<file path="src/pkg/touch_probe_pkg.sv">
// constants shared by the touch probe capture and digital i/o block
`default_nettype none
package touch_probe_pkg;
  // ==========================================================================
  // register offsets (object addresses)
  localparam logic [15:0] OFS_ONE_RISE_POS = 16'h35f4;
  localparam logic [15:0] OFS_ONE_FALL_POS = 16'h35f8;
  localparam logic [15:0] OFS_TWO_RISE_POS = 16'h35fa;
  localparam logic [15:0] OFS_TWO_FALL_POS = 16'h35fc;
  localparam logic [15:0] OFS_CONTROL      = 16'h35f0;
  localparam logic [15:0] OFS_STATUS       = 16'h35f2;
  localparam logic [15:0] OFS_ONE_RISE_CNT = 16'h362c;
  localparam logic [15:0] OFS_ONE_FALL_CNT = 16'h362e;
  localparam logic [15:0] OFS_TWO_RISE_CNT = 16'h3630;
  localparam logic [15:0] OFS_TWO_FALL_CNT = 16'h3632;
  localparam logic [15:0] OFS_INPUT_STATUS = 16'h367c;
  localparam logic [15:0] OFS_FORCED_OUT   = 16'h3781;
  localparam logic [15:0] OFS_OUTPUT_MASK  = 16'h3782;
  // ==========================================================================
  // reset values
  localparam logic [31:0] RST_WORD    = 32'h0000_0000;
  localparam logic [15:0] RST_CONTROL = 16'h0000;
  // ==========================================================================
  // control and status field positions, probe two is offset by PROBE_TWO_BASE
  localparam int PROBE_TWO_BASE = 8;
  localparam int CTL_ENABLE     = 0;
  localparam int CTL_CONTINUOUS = 1;
  localparam int CTL_SOURCE_Z   = 2;
  localparam int CTL_RISE_EN    = 4;
  localparam int CTL_FALL_EN    = 5;
  localparam int STS_ENABLED    = 0;
  localparam int STS_RISE       = 1;
  localparam int STS_FALL       = 2;
  localparam int STS_EVENTS     = 6;
  // ==========================================================================
  // output word bits and input status word bits
  localparam int OUT_ONE  = 16;
  localparam int OUT_TWO  = 17;
  localparam int OUT_GAIN = 26;
  localparam int IN_REV   = 0;
  localparam int IN_FWD   = 1;
  localparam int IN_HOME  = 2;
  localparam int IN_GEN   = 16;
  localparam int IN_STO_A = 27;
  localparam int IN_STO_B = 28;
  localparam int IN_EDM   = 29;
  localparam int IN_Z     = 30;
  // general input index that triggers each probe when the input source is chosen
  localparam int PROBE_ONE_DI = 0;
  localparam int PROBE_TWO_DI = 1;
endpackage
`default_nettype wire

</file>
<file path="src/pkg/probe_channel_if.sv">
// configuration and results passed between the top and one probe channel
`default_nettype none
interface probe_channel_if;
  logic        enable;
  logic        continuous;
  logic        source_z;
  logic        rise_en;
  logic        fall_en;
  logic [31:0] rise_pos;
  logic [31:0] fall_pos;
  logic [15:0] rise_cnt;
  logic [15:0] fall_cnt;
  logic        rise_latched;
  logic        fall_latched;
  logic [1:0]  event_cnt;
  modport top (output enable, continuous, source_z, rise_en, fall_en,
               input rise_pos, fall_pos, rise_cnt, fall_cnt, rise_latched,
               fall_latched, event_cnt);
  modport channel (input enable, continuous, source_z, rise_en, fall_en,
                   output rise_pos, fall_pos, rise_cnt, fall_cnt, rise_latched,
                   fall_latched, event_cnt);
endinterface
`default_nettype wire

</file>
<file path="src/core/probe_channel.sv">
// one touch probe: edge detection, position capture and edge counters
`default_nettype none
module probe_channel (
  input  wire logic        clock,
  input  wire logic        rst_b,
  input  wire logic        trigger_di,
  input  wire logic        encoder_z,
  input  wire logic [31:0] position,
  probe_channel_if.channel port
);
  logic prev_level;
  logic was_enabled;
  logic armed;
  // ==========================================================================
  // edge qualification; the first enabled cycle only samples, so a level
  // already high at enable is not taken as an edge
  wire level    = port.source_z ? encoder_z : trigger_di;
  wire start    = port.enable & ~was_enabled;
  wire live     = port.enable & ~start & (armed | port.continuous);
  wire rise_hit = live & port.rise_en & level & ~prev_level;
  wire fall_hit = live & port.fall_en & ~level & prev_level;
  wire any_hit  = rise_hit | fall_hit;

  // history of the trigger level and of the enable
  always_ff @(posedge clock or negedge rst_b) begin
    if (!rst_b) begin
      prev_level  <= 1'b0;
      was_enabled <= 1'b0;
    end else begin
      prev_level  <= level;
      was_enabled <= port.enable;
    end
  end

  always_ff @(posedge clock or negedge rst_b) begin
    if (!rst_b) begin
      armed <= 1'b0;
    end else if (start) begin
      armed <= 1'b1;
    end else if (!port.enable || (any_hit && !port.continuous)) begin
      armed <= 1'b0;
    end
  end

  always_ff @(posedge clock or negedge rst_b) begin
    if (!rst_b) begin
      port.rise_pos <= 32'h0000_0000;
      port.fall_pos <= 32'h0000_0000;
    end else begin
      if (rise_hit) port.rise_pos <= position;
      if (fall_hit) port.fall_pos <= position;
    end
  end

  always_ff @(posedge clock or negedge rst_b) begin
    if (!rst_b) begin
      port.rise_cnt <= 16'h0000;
      port.fall_cnt <= 16'h0000;
    end else begin
      if (rise_hit) port.rise_cnt <= port.rise_cnt + 16'h0001;
      if (fall_hit) port.fall_cnt <= port.fall_cnt + 16'h0001;
    end
  end

  // latched flags and continuous event count, cleared on disable
  always_ff @(posedge clock or negedge rst_b) begin
    if (!rst_b) begin
      port.rise_latched <= 1'b0;
      port.fall_latched <= 1'b0;
      port.event_cnt    <= 2'h0;
    end else if (!port.enable) begin
      port.rise_latched <= 1'b0;
      port.fall_latched <= 1'b0;
      port.event_cnt    <= 2'h0;
    end else begin
      if (rise_hit) port.rise_latched <= 1'b1;
      if (fall_hit) port.fall_latched <= 1'b1;
      if (any_hit && port.continuous) port.event_cnt <= port.event_cnt + 2'h1;
    end
  end

  // single mode takes no further edge once one was taken
  chk_single_one_shot: assert property (@(posedge clock) disable iff (!rst_b)
    (any_hit && !port.continuous && port.enable) ##1 (port.enable && !port.continuous)
      |-> !any_hit)
    else $error("single mode took a second edge");
endmodule
`default_nettype wire

</file>
<file path="src/core/touch_probe_capture_io.sv">
// touch probe position capture, input status and forced output word
`default_nettype none
// Behaviour
// - Probe one rising edge latches position feedback into its rise register.
// - Probe one falling edge latches position feedback into its fall register.
// - Probe two rising edge latches position feedback into its rise register.
// - Probe two falling edge latches position into its fall register, reset zero.
// - Four 16-bit edge counters start at zero and count each capture.
// - Input status word: bit0 reverse, bit1 forward overtravel, bit2 home.
// - General inputs on bits 16-20, safety 27-28, monitor 29, Z 30.
// - Mask bit 16 set: output one follows output word bit 16.
// - Mask bit 17 set: output two follows output word bit 17.
// - Mask bit 26 set: output word bit 26 picks P or PI gain.
// - Status flags show latched rise/fall values and mirror each probe enable.
// - Continuous mode reports a two-bit event count in status bits 6-7, 14-15.
module touch_probe_capture_io (
  input  wire logic        clock,
  input  wire logic        rst_b,
  input  wire logic [15:0] reg_addr,
  input  wire logic        reg_write,
  input  wire logic        reg_read,
  input  wire logic [31:0] reg_wdata,
  output logic      [31:0] reg_rdata,
  output logic             reg_ack,
  output logic             reg_error,
  input  wire logic [31:0] position_feedback,
  input  wire logic        reverse_overtravel,
  input  wire logic        forward_overtravel,
  input  wire logic        home_switch,
  input  wire logic [4:0]  general_input,
  input  wire logic        safe_torque_off_input_a,
  input  wire logic        safe_torque_off_input_b,
  input  wire logic        external_device_monitor,
  input  wire logic        encoder_z,
  input  wire logic        normal_output_one,
  input  wire logic        normal_output_two,
  input  wire logic        normal_gain_integral,
  output logic             digital_output_one,
  output logic             digital_output_two,
  output logic             gain_integral_select
);
  logic [15:0] probe_control_word;
  logic [31:0] forced_output_word;
  logic [31:0] output_mask_word;
  logic [31:0] input_status_word;
  logic [31:0] next_rdata;

  probe_channel_if one ();
  probe_channel_if two ();

  // ==========================================================================
  // probe configuration fan-out
  localparam int B2 = touch_probe_pkg::PROBE_TWO_BASE;
  assign one.enable     = probe_control_word[touch_probe_pkg::CTL_ENABLE];
  assign one.continuous = probe_control_word[touch_probe_pkg::CTL_CONTINUOUS];
  assign one.source_z   = probe_control_word[touch_probe_pkg::CTL_SOURCE_Z];
  assign one.rise_en    = probe_control_word[touch_probe_pkg::CTL_RISE_EN];
  assign one.fall_en    = probe_control_word[touch_probe_pkg::CTL_FALL_EN];
  assign two.enable     = probe_control_word[B2 + touch_probe_pkg::CTL_ENABLE];
  assign two.continuous = probe_control_word[B2 + touch_probe_pkg::CTL_CONTINUOUS];
  assign two.source_z   = probe_control_word[B2 + touch_probe_pkg::CTL_SOURCE_Z];
  assign two.rise_en    = probe_control_word[B2 + touch_probe_pkg::CTL_RISE_EN];
  assign two.fall_en    = probe_control_word[B2 + touch_probe_pkg::CTL_FALL_EN];

  probe_channel probe_one (
    .clock      (clock),
    .rst_b      (rst_b),
    .trigger_di (general_input[touch_probe_pkg::PROBE_ONE_DI]),
    .encoder_z  (encoder_z),
    .position   (position_feedback),
    .port       (one.channel)
  );

  probe_channel probe_two (
    .clock      (clock),
    .rst_b      (rst_b),
    .trigger_di (general_input[touch_probe_pkg::PROBE_TWO_DI]),
    .encoder_z  (encoder_z),
    .position   (position_feedback),
    .port       (two.channel)
  );

  // ==========================================================================
  // probe status word; unused bits stay zero
  // latched flags, enable mirror and event counts
  wire [15:0] probe_status_word = {two.event_cnt, 3'h0, two.fall_latched,
                                   two.rise_latched, two.enable,
                                   one.event_cnt, 3'h0, one.fall_latched,
                                   one.rise_latched, one.enable};

  // live input bits, undefined bits read zero
  wire [31:0] next_inputs = {1'b0, encoder_z, external_device_monitor,
                             safe_torque_off_input_b, safe_torque_off_input_a,
                             6'h00, general_input, 13'h0000, home_switch,
                             forward_overtravel, reverse_overtravel};

  // registered input image so the read value is one coherent snapshot
  always_ff @(posedge clock or negedge rst_b) begin
    if (!rst_b) input_status_word <= touch_probe_pkg::RST_WORD;
    else        input_status_word <= next_inputs;
  end

  // ==========================================================================
  // register port: writes take effect at once, reads answer next cycle
  wire wr_control = reg_write && (reg_addr == touch_probe_pkg::OFS_CONTROL);
  wire wr_forced  = reg_write && (reg_addr == touch_probe_pkg::OFS_FORCED_OUT);
  wire wr_mask    = reg_write && (reg_addr == touch_probe_pkg::OFS_OUTPUT_MASK);

  always_ff @(posedge clock or negedge rst_b) begin
    if (!rst_b) begin
      probe_control_word <= touch_probe_pkg::RST_CONTROL;
      forced_output_word <= touch_probe_pkg::RST_WORD;
      output_mask_word   <= touch_probe_pkg::RST_WORD;
    end else begin
      if (wr_control) probe_control_word <= reg_wdata[15:0];
      if (wr_forced)  forced_output_word <= reg_wdata;
      if (wr_mask)    output_mask_word   <= reg_wdata;
    end
  end

  // read select; an unmapped address reads zero and flags an error
  logic hit;
  always_comb begin
    hit        = 1'b1;
    next_rdata = 32'h0000_0000;
    unique case (reg_addr)
      touch_probe_pkg::OFS_ONE_RISE_POS: next_rdata = one.rise_pos;
      touch_probe_pkg::OFS_ONE_FALL_POS: next_rdata = one.fall_pos;
      touch_probe_pkg::OFS_TWO_RISE_POS: next_rdata = two.rise_pos;
      touch_probe_pkg::OFS_TWO_FALL_POS: next_rdata = two.fall_pos;
      touch_probe_pkg::OFS_CONTROL:      next_rdata = {16'h0000, probe_control_word};
      touch_probe_pkg::OFS_STATUS:       next_rdata = {16'h0000, probe_status_word};
      touch_probe_pkg::OFS_ONE_RISE_CNT: next_rdata = {16'h0000, one.rise_cnt};
      touch_probe_pkg::OFS_ONE_FALL_CNT: next_rdata = {16'h0000, one.fall_cnt};
      touch_probe_pkg::OFS_TWO_RISE_CNT: next_rdata = {16'h0000, two.rise_cnt};
      touch_probe_pkg::OFS_TWO_FALL_CNT: next_rdata = {16'h0000, two.fall_cnt};
      touch_probe_pkg::OFS_INPUT_STATUS: next_rdata = input_status_word;
      touch_probe_pkg::OFS_FORCED_OUT:   next_rdata = forced_output_word;
      touch_probe_pkg::OFS_OUTPUT_MASK:  next_rdata = output_mask_word;
      default:                           hit = 1'b0;
    endcase
  end

  // answer flops; writes to read-only objects are acknowledged and dropped
  always_ff @(posedge clock or negedge rst_b) begin
    if (!rst_b) begin
      reg_rdata <= 32'h0000_0000;
      reg_ack   <= 1'b0;
      reg_error <= 1'b0;
    end else begin
      reg_ack   <= reg_read | reg_write;
      reg_error <= (reg_read | reg_write) & ~hit;
      if (reg_read) reg_rdata <= next_rdata;
    end
  end

  // ==========================================================================
  // outputs: the mask hands each one over from the drive to the output word
  wire next_out_one = output_mask_word[touch_probe_pkg::OUT_ONE] ?
                      forced_output_word[touch_probe_pkg::OUT_ONE] : normal_output_one;
  wire next_out_two = output_mask_word[touch_probe_pkg::OUT_TWO] ?
                      forced_output_word[touch_probe_pkg::OUT_TWO] : normal_output_two;
  wire next_gain    = output_mask_word[touch_probe_pkg::OUT_GAIN] ?
                      forced_output_word[touch_probe_pkg::OUT_GAIN] : normal_gain_integral;

  always_ff @(posedge clock or negedge rst_b) begin
    if (!rst_b) begin
      digital_output_one   <= 1'b0;
      digital_output_two   <= 1'b0;
      gain_integral_select <= 1'b0;
    end else begin
      digital_output_one   <= next_out_one;
      digital_output_two   <= next_out_two;
      gain_integral_select <= next_gain;
    end
  end

  // ==========================================================================
  // checks
  chk_one_rise_capture: assert property (@(posedge clock) disable iff (!rst_b)
    (one.rise_cnt != $past(one.rise_cnt)) |-> one.rise_pos == $past(position_feedback))
    else $error("probe one rise position not the feedback at the edge");
  chk_one_fall_capture: assert property (@(posedge clock) disable iff (!rst_b)
    (one.fall_cnt != $past(one.fall_cnt)) |-> one.fall_pos == $past(position_feedback))
    else $error("probe one fall position not the feedback at the edge");
  chk_two_rise_capture: assert property (@(posedge clock) disable iff (!rst_b)
    (two.rise_cnt != $past(two.rise_cnt)) |-> two.rise_pos == $past(position_feedback))
    else $error("probe two rise position not the feedback at the edge");
  chk_two_fall_capture: assert property (@(posedge clock) disable iff (!rst_b)
    $changed(two.fall_pos) |-> two.fall_cnt == $past(two.fall_cnt) + 16'h0001)
    else $error("probe two fall position moved without a counted edge");
  chk_counter_wrap_step: assert property (@(posedge clock) disable iff (!rst_b)
    $changed(one.rise_cnt) |-> one.rise_cnt == $past(one.rise_cnt) + 16'h0001)
    else $error("probe one rise counter did not step by one");
  chk_input_low_bits: assert property (@(posedge clock) disable iff (!rst_b)
    ##1 input_status_word[2:0] ==
        $past({home_switch, forward_overtravel, reverse_overtravel}))
    else $error("overtravel or home bit wrong");
  chk_input_high_bits: assert property (@(posedge clock) disable iff (!rst_b)
    ##1 (input_status_word[20:16] == $past(general_input)) &&
        input_status_word[30] == $past(encoder_z) &&
        input_status_word[31] == 1'b0 && input_status_word[26:21] == 6'h00)
    else $error("input status word upper bits wrong");
  chk_forced_out_one: assert property (@(posedge clock) disable iff (!rst_b)
    (output_mask_word[16] && $stable(output_mask_word) && $stable(forced_output_word))
      |=> digital_output_one == $past(forced_output_word[16]))
    else $error("output one not following the forced word");
  chk_forced_out_two: assert property (@(posedge clock) disable iff (!rst_b)
    output_mask_word[17] |=> digital_output_two == $past(forced_output_word[17]))
    else $error("output two not following the forced word");
  chk_gain_select: assert property (@(posedge clock) disable iff (!rst_b)
    !output_mask_word[26] |=> gain_integral_select == $past(normal_gain_integral))
    else $error("gain select forced while its mask bit is clear");
  chk_latched_flag: assert property (@(posedge clock) disable iff (!rst_b)
    $changed(two.rise_cnt) |-> probe_status_word[B2 + touch_probe_pkg::STS_RISE])
    else $error("probe two rise flag not set after capture");
  chk_event_count: assert property (@(posedge clock) disable iff (!rst_b)
    !one.enable |=> probe_status_word[7:6] == 2'h0 || one.enable)
    else $error("probe one event count not cleared when disabled");
endmodule
`default_nettype wire

</file>
<file path="config.mk">
export PLATFORM = sky130hd
export DESIGN_NAME = touch_probe_capture_io
export DESIGN_NICKNAME = d
export VERILOG_FILES = /design/src/pkg/touch_probe_pkg.sv /design/src/pkg/probe_channel_if.sv /design/src/core/probe_channel.sv /design/src/core/touch_probe_capture_io.sv
export SDC_FILE = /design/constraint.sdc
export NUM_CORES = 1
export LEC_CHECK = 0
export ABC_AREA = 1
export BUFFER_PORTS_ARGS = -buffer_cell sky130_fd_sc_hd__buf_2
export CORE_MARGIN = 4
export CORE_UTILIZATION = 61
export DETAILED_ROUTE_END_ITERATION = 8
export PLACE_DENSITY_LB_ADDON = 0.2
export REMOVE_ABC_BUFFERS = 1
export SETUP_SLACK_MARGIN = 0.15
export SLEW_MARGIN = 20
export SYNTH_ARGS = -nofsm -noshare
export SYNTH_HDL_FRONTEND = slang
export SYNTH_HIERARCHICAL = 1
export SYNTH_SLANG_ARGS = --single-unit
</file>
<file path="constraint.sdc">
create_clock -name clock -period 1.66 [get_ports clock]
set_input_delay 0.166 -clock clock [delete_from_list [all_inputs] [get_ports clock]]
set_output_delay 0.166 -clock clock [all_outputs]
set_load 0.05 [all_outputs]
</file>
## After elaboration in Yosys (flattened, before gate mapping)

Index checks and enable logic that the tools add are counted.
Widths: inputs -> output; s select.

| cells by class | value |
|---|---|
| add/subtract/negate cells | 6 |
| equality and inequality tests | 19 |
| multiplexer cells | 23 |
| reductions and logical operators | 16 |
| bitwise gates (word level) | 33 |

Operators by type and width:

| kind | number |
|---|---|
| $pmux 32 s13 | 1 |
| $eq 16x14->1 const B | 13 |
| $add 16x1->16 const B | 4 |
| $and 1x1->1 | 19 |
| $mux 1 | 18 |
| $reduce_or 13->1 | 1 |
| $ne 2x1->1 const B | 6 |
| $not 1->1 | 9 |
| $mux 2 | 4 |
| $logic_and 1x1->1 | 7 |
| $or 1x1->1 | 5 |
| $add 2x1->2 const B | 2 |
| $logic_not 1->1 | 4 |
| $reduce_bool 2->1 | 2 |
| $logic_or 1x1->1 | 2 |

| word-level totals | value |
|---|---|
| input port bits | 99 |
| output and inout port bits | 37 |
| word-level logic and storage cells | 127 |
| register bits | 335 |

## Logic depth before layout (Yosys ltp)

| logic depth | value |
|---|---|
| depth in word-level cells | 13 |
| depth in mapped cells | 14 |

## By module

The synthesis kept the hierarchy.

Modules (own cells, without submodules):

| module | seq. area each (um^2) | cells an instance | instances | area each (um^2) |
|---|---|---|---|---|
| probe_channel | 2577.5 | 554 | 2 | 4579.4 |
| touch_probe_capture_io | 3228.1 | 1136 | 1 | 7822.5 |

## Worst setup path after synthesis

No wires, ideal clock.

| timing | value |
|---|---|
| kind | reg-to-reg |
| from | reg probe_control_word[0] |
| to | reg probe_one.port.rise_cnt[5] |
| cell stages (with the launch flop) | 9 |
| arrival | 1.248 ns |
| slack | 0.289 ns |
| buffers on the path | 2 |
| path through | dfrtp_1 -> buf_4 -> nand2_2 -> nor2_4 -> nand3_2 -> buf_6 -> nor2_2 -> nand2_1 -> xor2_1 |

| on the way | value |
|---|---|
| word-level cells in the longest chain between the ends | 7 |

Ends and longest elaborated chain:

| item | line | source |
|---|---|---|
| from (decl) | touch_probe_capture_io.sv:42 | `logic [15:0] probe_control_word;` |
| from (signal assigned) | touch_probe_capture_io.sv:111 | `probe_control_word <= touch_probe_pkg::RST_CONTROL;` |
| from (signal assigned) | touch_probe_capture_io.sv:115 | `if (wr_control) probe_control_word <= reg_wdata[15:0];` |
| $and 1x1->1 | probe_channel.sv:18 | `wire start = port.enable & ~was_enabled;` |
| $not 1->1 | probe_channel.sv:19 | `wire live = port.enable & ~start & (armed \| port.continuous);` |
| $and 1x1->1 * (2 in a row) | probe_channel.sv:19 |  |
| $and 1x1->1 * (3 in a row) | probe_channel.sv:20 | `wire rise_hit = live & port.rise_en & level & ~prev_level;` |
| to (signal assigned) | probe_channel.sv:60 | `if (rise_hit) port.rise_cnt <= port.rise_cnt + 16'h0001;` |
| to (decl) | probe_channel_if.sv:20 | `output rise_pos, fall_pos, rise_cnt, fall_cnt, rise_latched,` |

Every way passes the cells marked *; elsewhere a longest branch is shown, timed or not.
A chain may end at the register's enable or synchronous reset.

## Worst setup path in the final report

| timing | value |
|---|---|
| from | reg probe_control_word[10] |
| to | reg probe_two.port.fall_cnt[4] |

| on the way | value |
|---|---|
| word-level cells in the longest chain between the ends | 4 |

Ends and longest elaborated chain:

| item | line | source |
|---|---|---|
| $mux 1 | probe_channel.sv:17 | `wire level = port.source_z ? encoder_z : trigger_di;` |
| $not 1->1 | probe_channel.sv:21 | `wire fall_hit = live & port.fall_en & ~level & prev_level;` |
| $and 1x1->1 (2 in a row) | probe_channel.sv:21 |  |
| to (signal assigned) | probe_channel.sv:61 | `if (fall_hit) port.fall_cnt <= port.fall_cnt + 16'h0001;` |
| to (decl) | probe_channel_if.sv:20 |  |

No other way between the ends.

==> qor.txt <==
CP cell instances = buf_4 -> nand2_1 -> nand2_1 -> nand3_4 -> nor2_1 -> nand2_1 -> xor2_1
Peak supply drop = 0.781 mV
Core Util, Final = 78.2%
Clock share of power = 47.6%
Max cap viols = 0
CP arrival = 1.93 ns
Placeable Area = 0.0272 mm^2
Routed WL per cell = 18.9 um
Number of flops mapped to enable cells by yosys = 0
Port-buffer cells = 135
Initial antenna violation count = 2
Skew final = 0.0190 ns
Largest net degree at the start of global routing = 58
Hold_ws = 0.0153 ns
I/O pins = 136
Slew @ Worst Pin = 0.543 ns
Clk buf depth = 3
Crit Path Max Fanout = 7
Reg clk slew, reported paths = 0.06 ns
Routed vias/inst = 5.73
Number of global-route vias before repair = 16467
Status = completed
Period Utilization, post-route = 91.0%
Int Pwr = 0.0133 W
CTS tree = built
Share of layout cells above drive strength 1 = 16.7%
Die area = 0.0306 mm^2
Worst setup path startpoint = probe_control_word[10]
Overflow after GRT = 0
Die height = 175 um
Critical path's largest stage delay = 0.37 ns
Filler cell count = 1917
Critical path's slowest cell = dfrtp_1
Combinational share of power = 4.6%
Switching Fraction = 22.6%
First-pass GRT wire length = 87400 um
Register area share after synthesis = 49.4%
Critical Path RT = 2.08 ns
GRT Total Usage = 35.7%
Psw = 0.00388 W
Commonest non-fill, non-tap cell in the layout = nand2_1
P per Cell Area = 807 mW/mm^2
Most frequent cells in the layout = 878 x nand2_1, 332 x dfrtp_1, 269 x nand3_1
Setup slack after layout = 0.149 ns
Worst hold path class = primary input to flop
Cts bufs inserted = 37
Final Wtd Congestion = 0.913
Root Driver = clkbuf_16
Post-synthesis cell count = 2244
Clock Latency Late Sink = 0.54 ns
RSZ-0062 raised after global routing = yes
Placed Area = 0.0189 mm^2
Die Width = 175 um
Post-Route WL = 55600 um
Crit path launch type = flop
Final Hold Vio Count = 0
Total Nets Final = 2643
Post-DP HPWL = 36000 um
Max-slew headroom = 63.8%
Post-route DRC = 0
Dominant synthesized flop cell = dfrtp_1
#FFs+latches synth = 335
Total power = 0.0172 W
Register share of total power = 47.8%
Finished layout cell area = 0.0213 mm^2
DRT iter0 DRCs = 1854
DR pass1 iterations = 6
Worst slack, placed = -0.115 ns
Hold_sp = reg_wdata[1]
Count of standard-cell rows = 60
Cell leakage power = 11.3 nW
Most frequent CP cell = nand2_1
Final Max Slew Viols = 0
Netlist Area Pre-Place = 0.0170 mm^2
Post-Syn Area per Cell = 7.57 um^2
WS Path Type = flop to flop
Clk sinks = 335
Reg-to-reg startpoint = probe_control_word[10]
Async S/R FF share, synth = 100%
CP endpoint kind = flop
Area growth from synthesis to layout = 25.2%
Starting Density = 62.5%
Syn. warnings = 6
Htree depth = 2
Via count = 16828
Synth cell types = 37
Fmax achieved = 0.662 GHz
Minimum clock period = 1.51 ns
Setup Viol. Count Final = 0
Post-DRT Antenna Nets = 0
==> power by group through the flow <==
stage                     clock network (W)  logic (W)  registers [W]
final                               0.00816   0.000794        0.00820
after global routing                0.00858   0.000863        0.00820
after CTS                           0.00820   0.000777        0.00820
after detailed placement                  0   0.000627        0.00835
after global placement                    0   0.000617        0.00835
after floorplan                           0   0.000114        0.00837
==> through the flow <==
step / cells / TNS, ns
3_3_place_gp: 2776 / -0.918
5_1_grt: 2936 / 0
3_5_place_dp: 2776 / -1.97
4_1_cts: 2919 / 0
2_1_floorplan: 2145 / -103.13
6_report: 2936 / 0
==> sequential cells by signal (all words and copies together) (netlist names), 2 cells and up <==
signal                    cells
forced_output_word           32
input_status_word            12
output_mask_word             32
probe_control_word           16
probe_one/port.event_cnt      2
probe_one/port.fall_cnt      16
probe_one/port.fall_pos      32
probe_one/port.rise_cnt      16
probe_one/port.rise_pos      32
probe_two/port.event_cnt      2
probe_two/port.fall_cnt      16
probe_two/port.fall_pos      32
probe_two/port.rise_cnt      16
probe_two/port.rise_pos      32
reg_rdata                    32
==> what timing repair did <==
| item | 4_1_cts | 5_1_grt |
|---|---|---|
| hold buffers | 80 | 0 |
| setup buffers | 2 | 12 |
| endpoints found under the hold margin | 263 | 0 |
| cloned | 0 | 3 |
| setup endpoints to repair | 30 | 65 |
| pin swaps | 2 | 8 |
| resized for setup | 8 | 41 |
==> per-layer routing <==
layer / share of wire (%) / wire length (um) / track usage (%)
met5: 0 / 0 / 0
met4: 4.6 / 2570 / 15.1
met3: 9.4 / 5240 / 5.58
met2: 46 / 25600 / 56.4
met1: 40 / 22200 / 49.8
==> layout make-up <==
class | instances | area (um^2) | area share, %
sequential | 335 | 8390 | 39.5
multi-input combinational | 1607 | 7320 | 34.4
timing repair buffer | 356 | 3110 | 14.6
clock buffer | 50 | 1060 | 4.97
inverter | 203 | 774 | 3.64
tap | 372 | 465 | 2.19
clock inverter | 11 | 134 | 0.630
antenna | 2 | 5.00 | 0.0235
==> synthesized netlist by cell type (all sizes together), types with 5 or more instances <==
| master | instances | area [um^2] |
|---|---|---|
| nand4 | 21 | 131 |
| nor3 | 30 | 170 |
| inv | 198 | 743 |
| dfrtp | 335 | 8380 |
| clkbuf | 21 | 78.8 |
| xor2 | 32 | 280 |
| nor2 | 182 | 833 |
| xnor2 | 6 | 52.6 |
| buf | 78 | 549 |
| nand3 | 277 | 1440 |
| o21ai | 136 | 681 |
| clkinv | 5 | 25.0 |
| nand2 | 903 | 3460 |
==> kinds of logic (layout without fill, tap and decap cells) <==
kind of cell | Yosys count | after routing | share of synthesized area [%]
AOI/OAI and AO/OA | 144 | 144 | 4.30
xor gates and xnor gates | 38 | 38 | 1.96
adders and majority gates | 4 | 4 | 0.295
buffers and inverters | 302 | 620 | 8.22
DFF | 335 | 335 | 49.4
muxes | 1 | 1 | 0.0663
other | 0 | 2 | 0
and+or+nand+nor | 1420 | 1420 | 35.8
==> worst max-delay path: cells and delay by family (launching register included) <==
| family | cells | cell delay, ns |
|---|---|---|
| and+or+nand+nor | 5 | 0.74 |
| DFF | 1 | 0.37 |
| xor gates and xnor gates | 1 | 0.16 |
| buffers and inverters | 1 | 0.13 |
==> worst paths after layout <==
check,endpoint,slack [ns],cells past startpoint
worst max-delay path,probe_two/port.fall_cnt[4],0.15,7
worst min-delay path,output_mask_word[1],0.02,3
worst max register to register,probe_two/port.fall_cnt[4],0.15,7
worst min register to register,reg_rdata[29],0.48,2
max in group asynchronous,probe_two/port.rise_cnt[14],0.78,3
min in group asynchronous,forced_output_word[0],0.21,2
No activity file was read; power rests on OpenSTA's default activity.
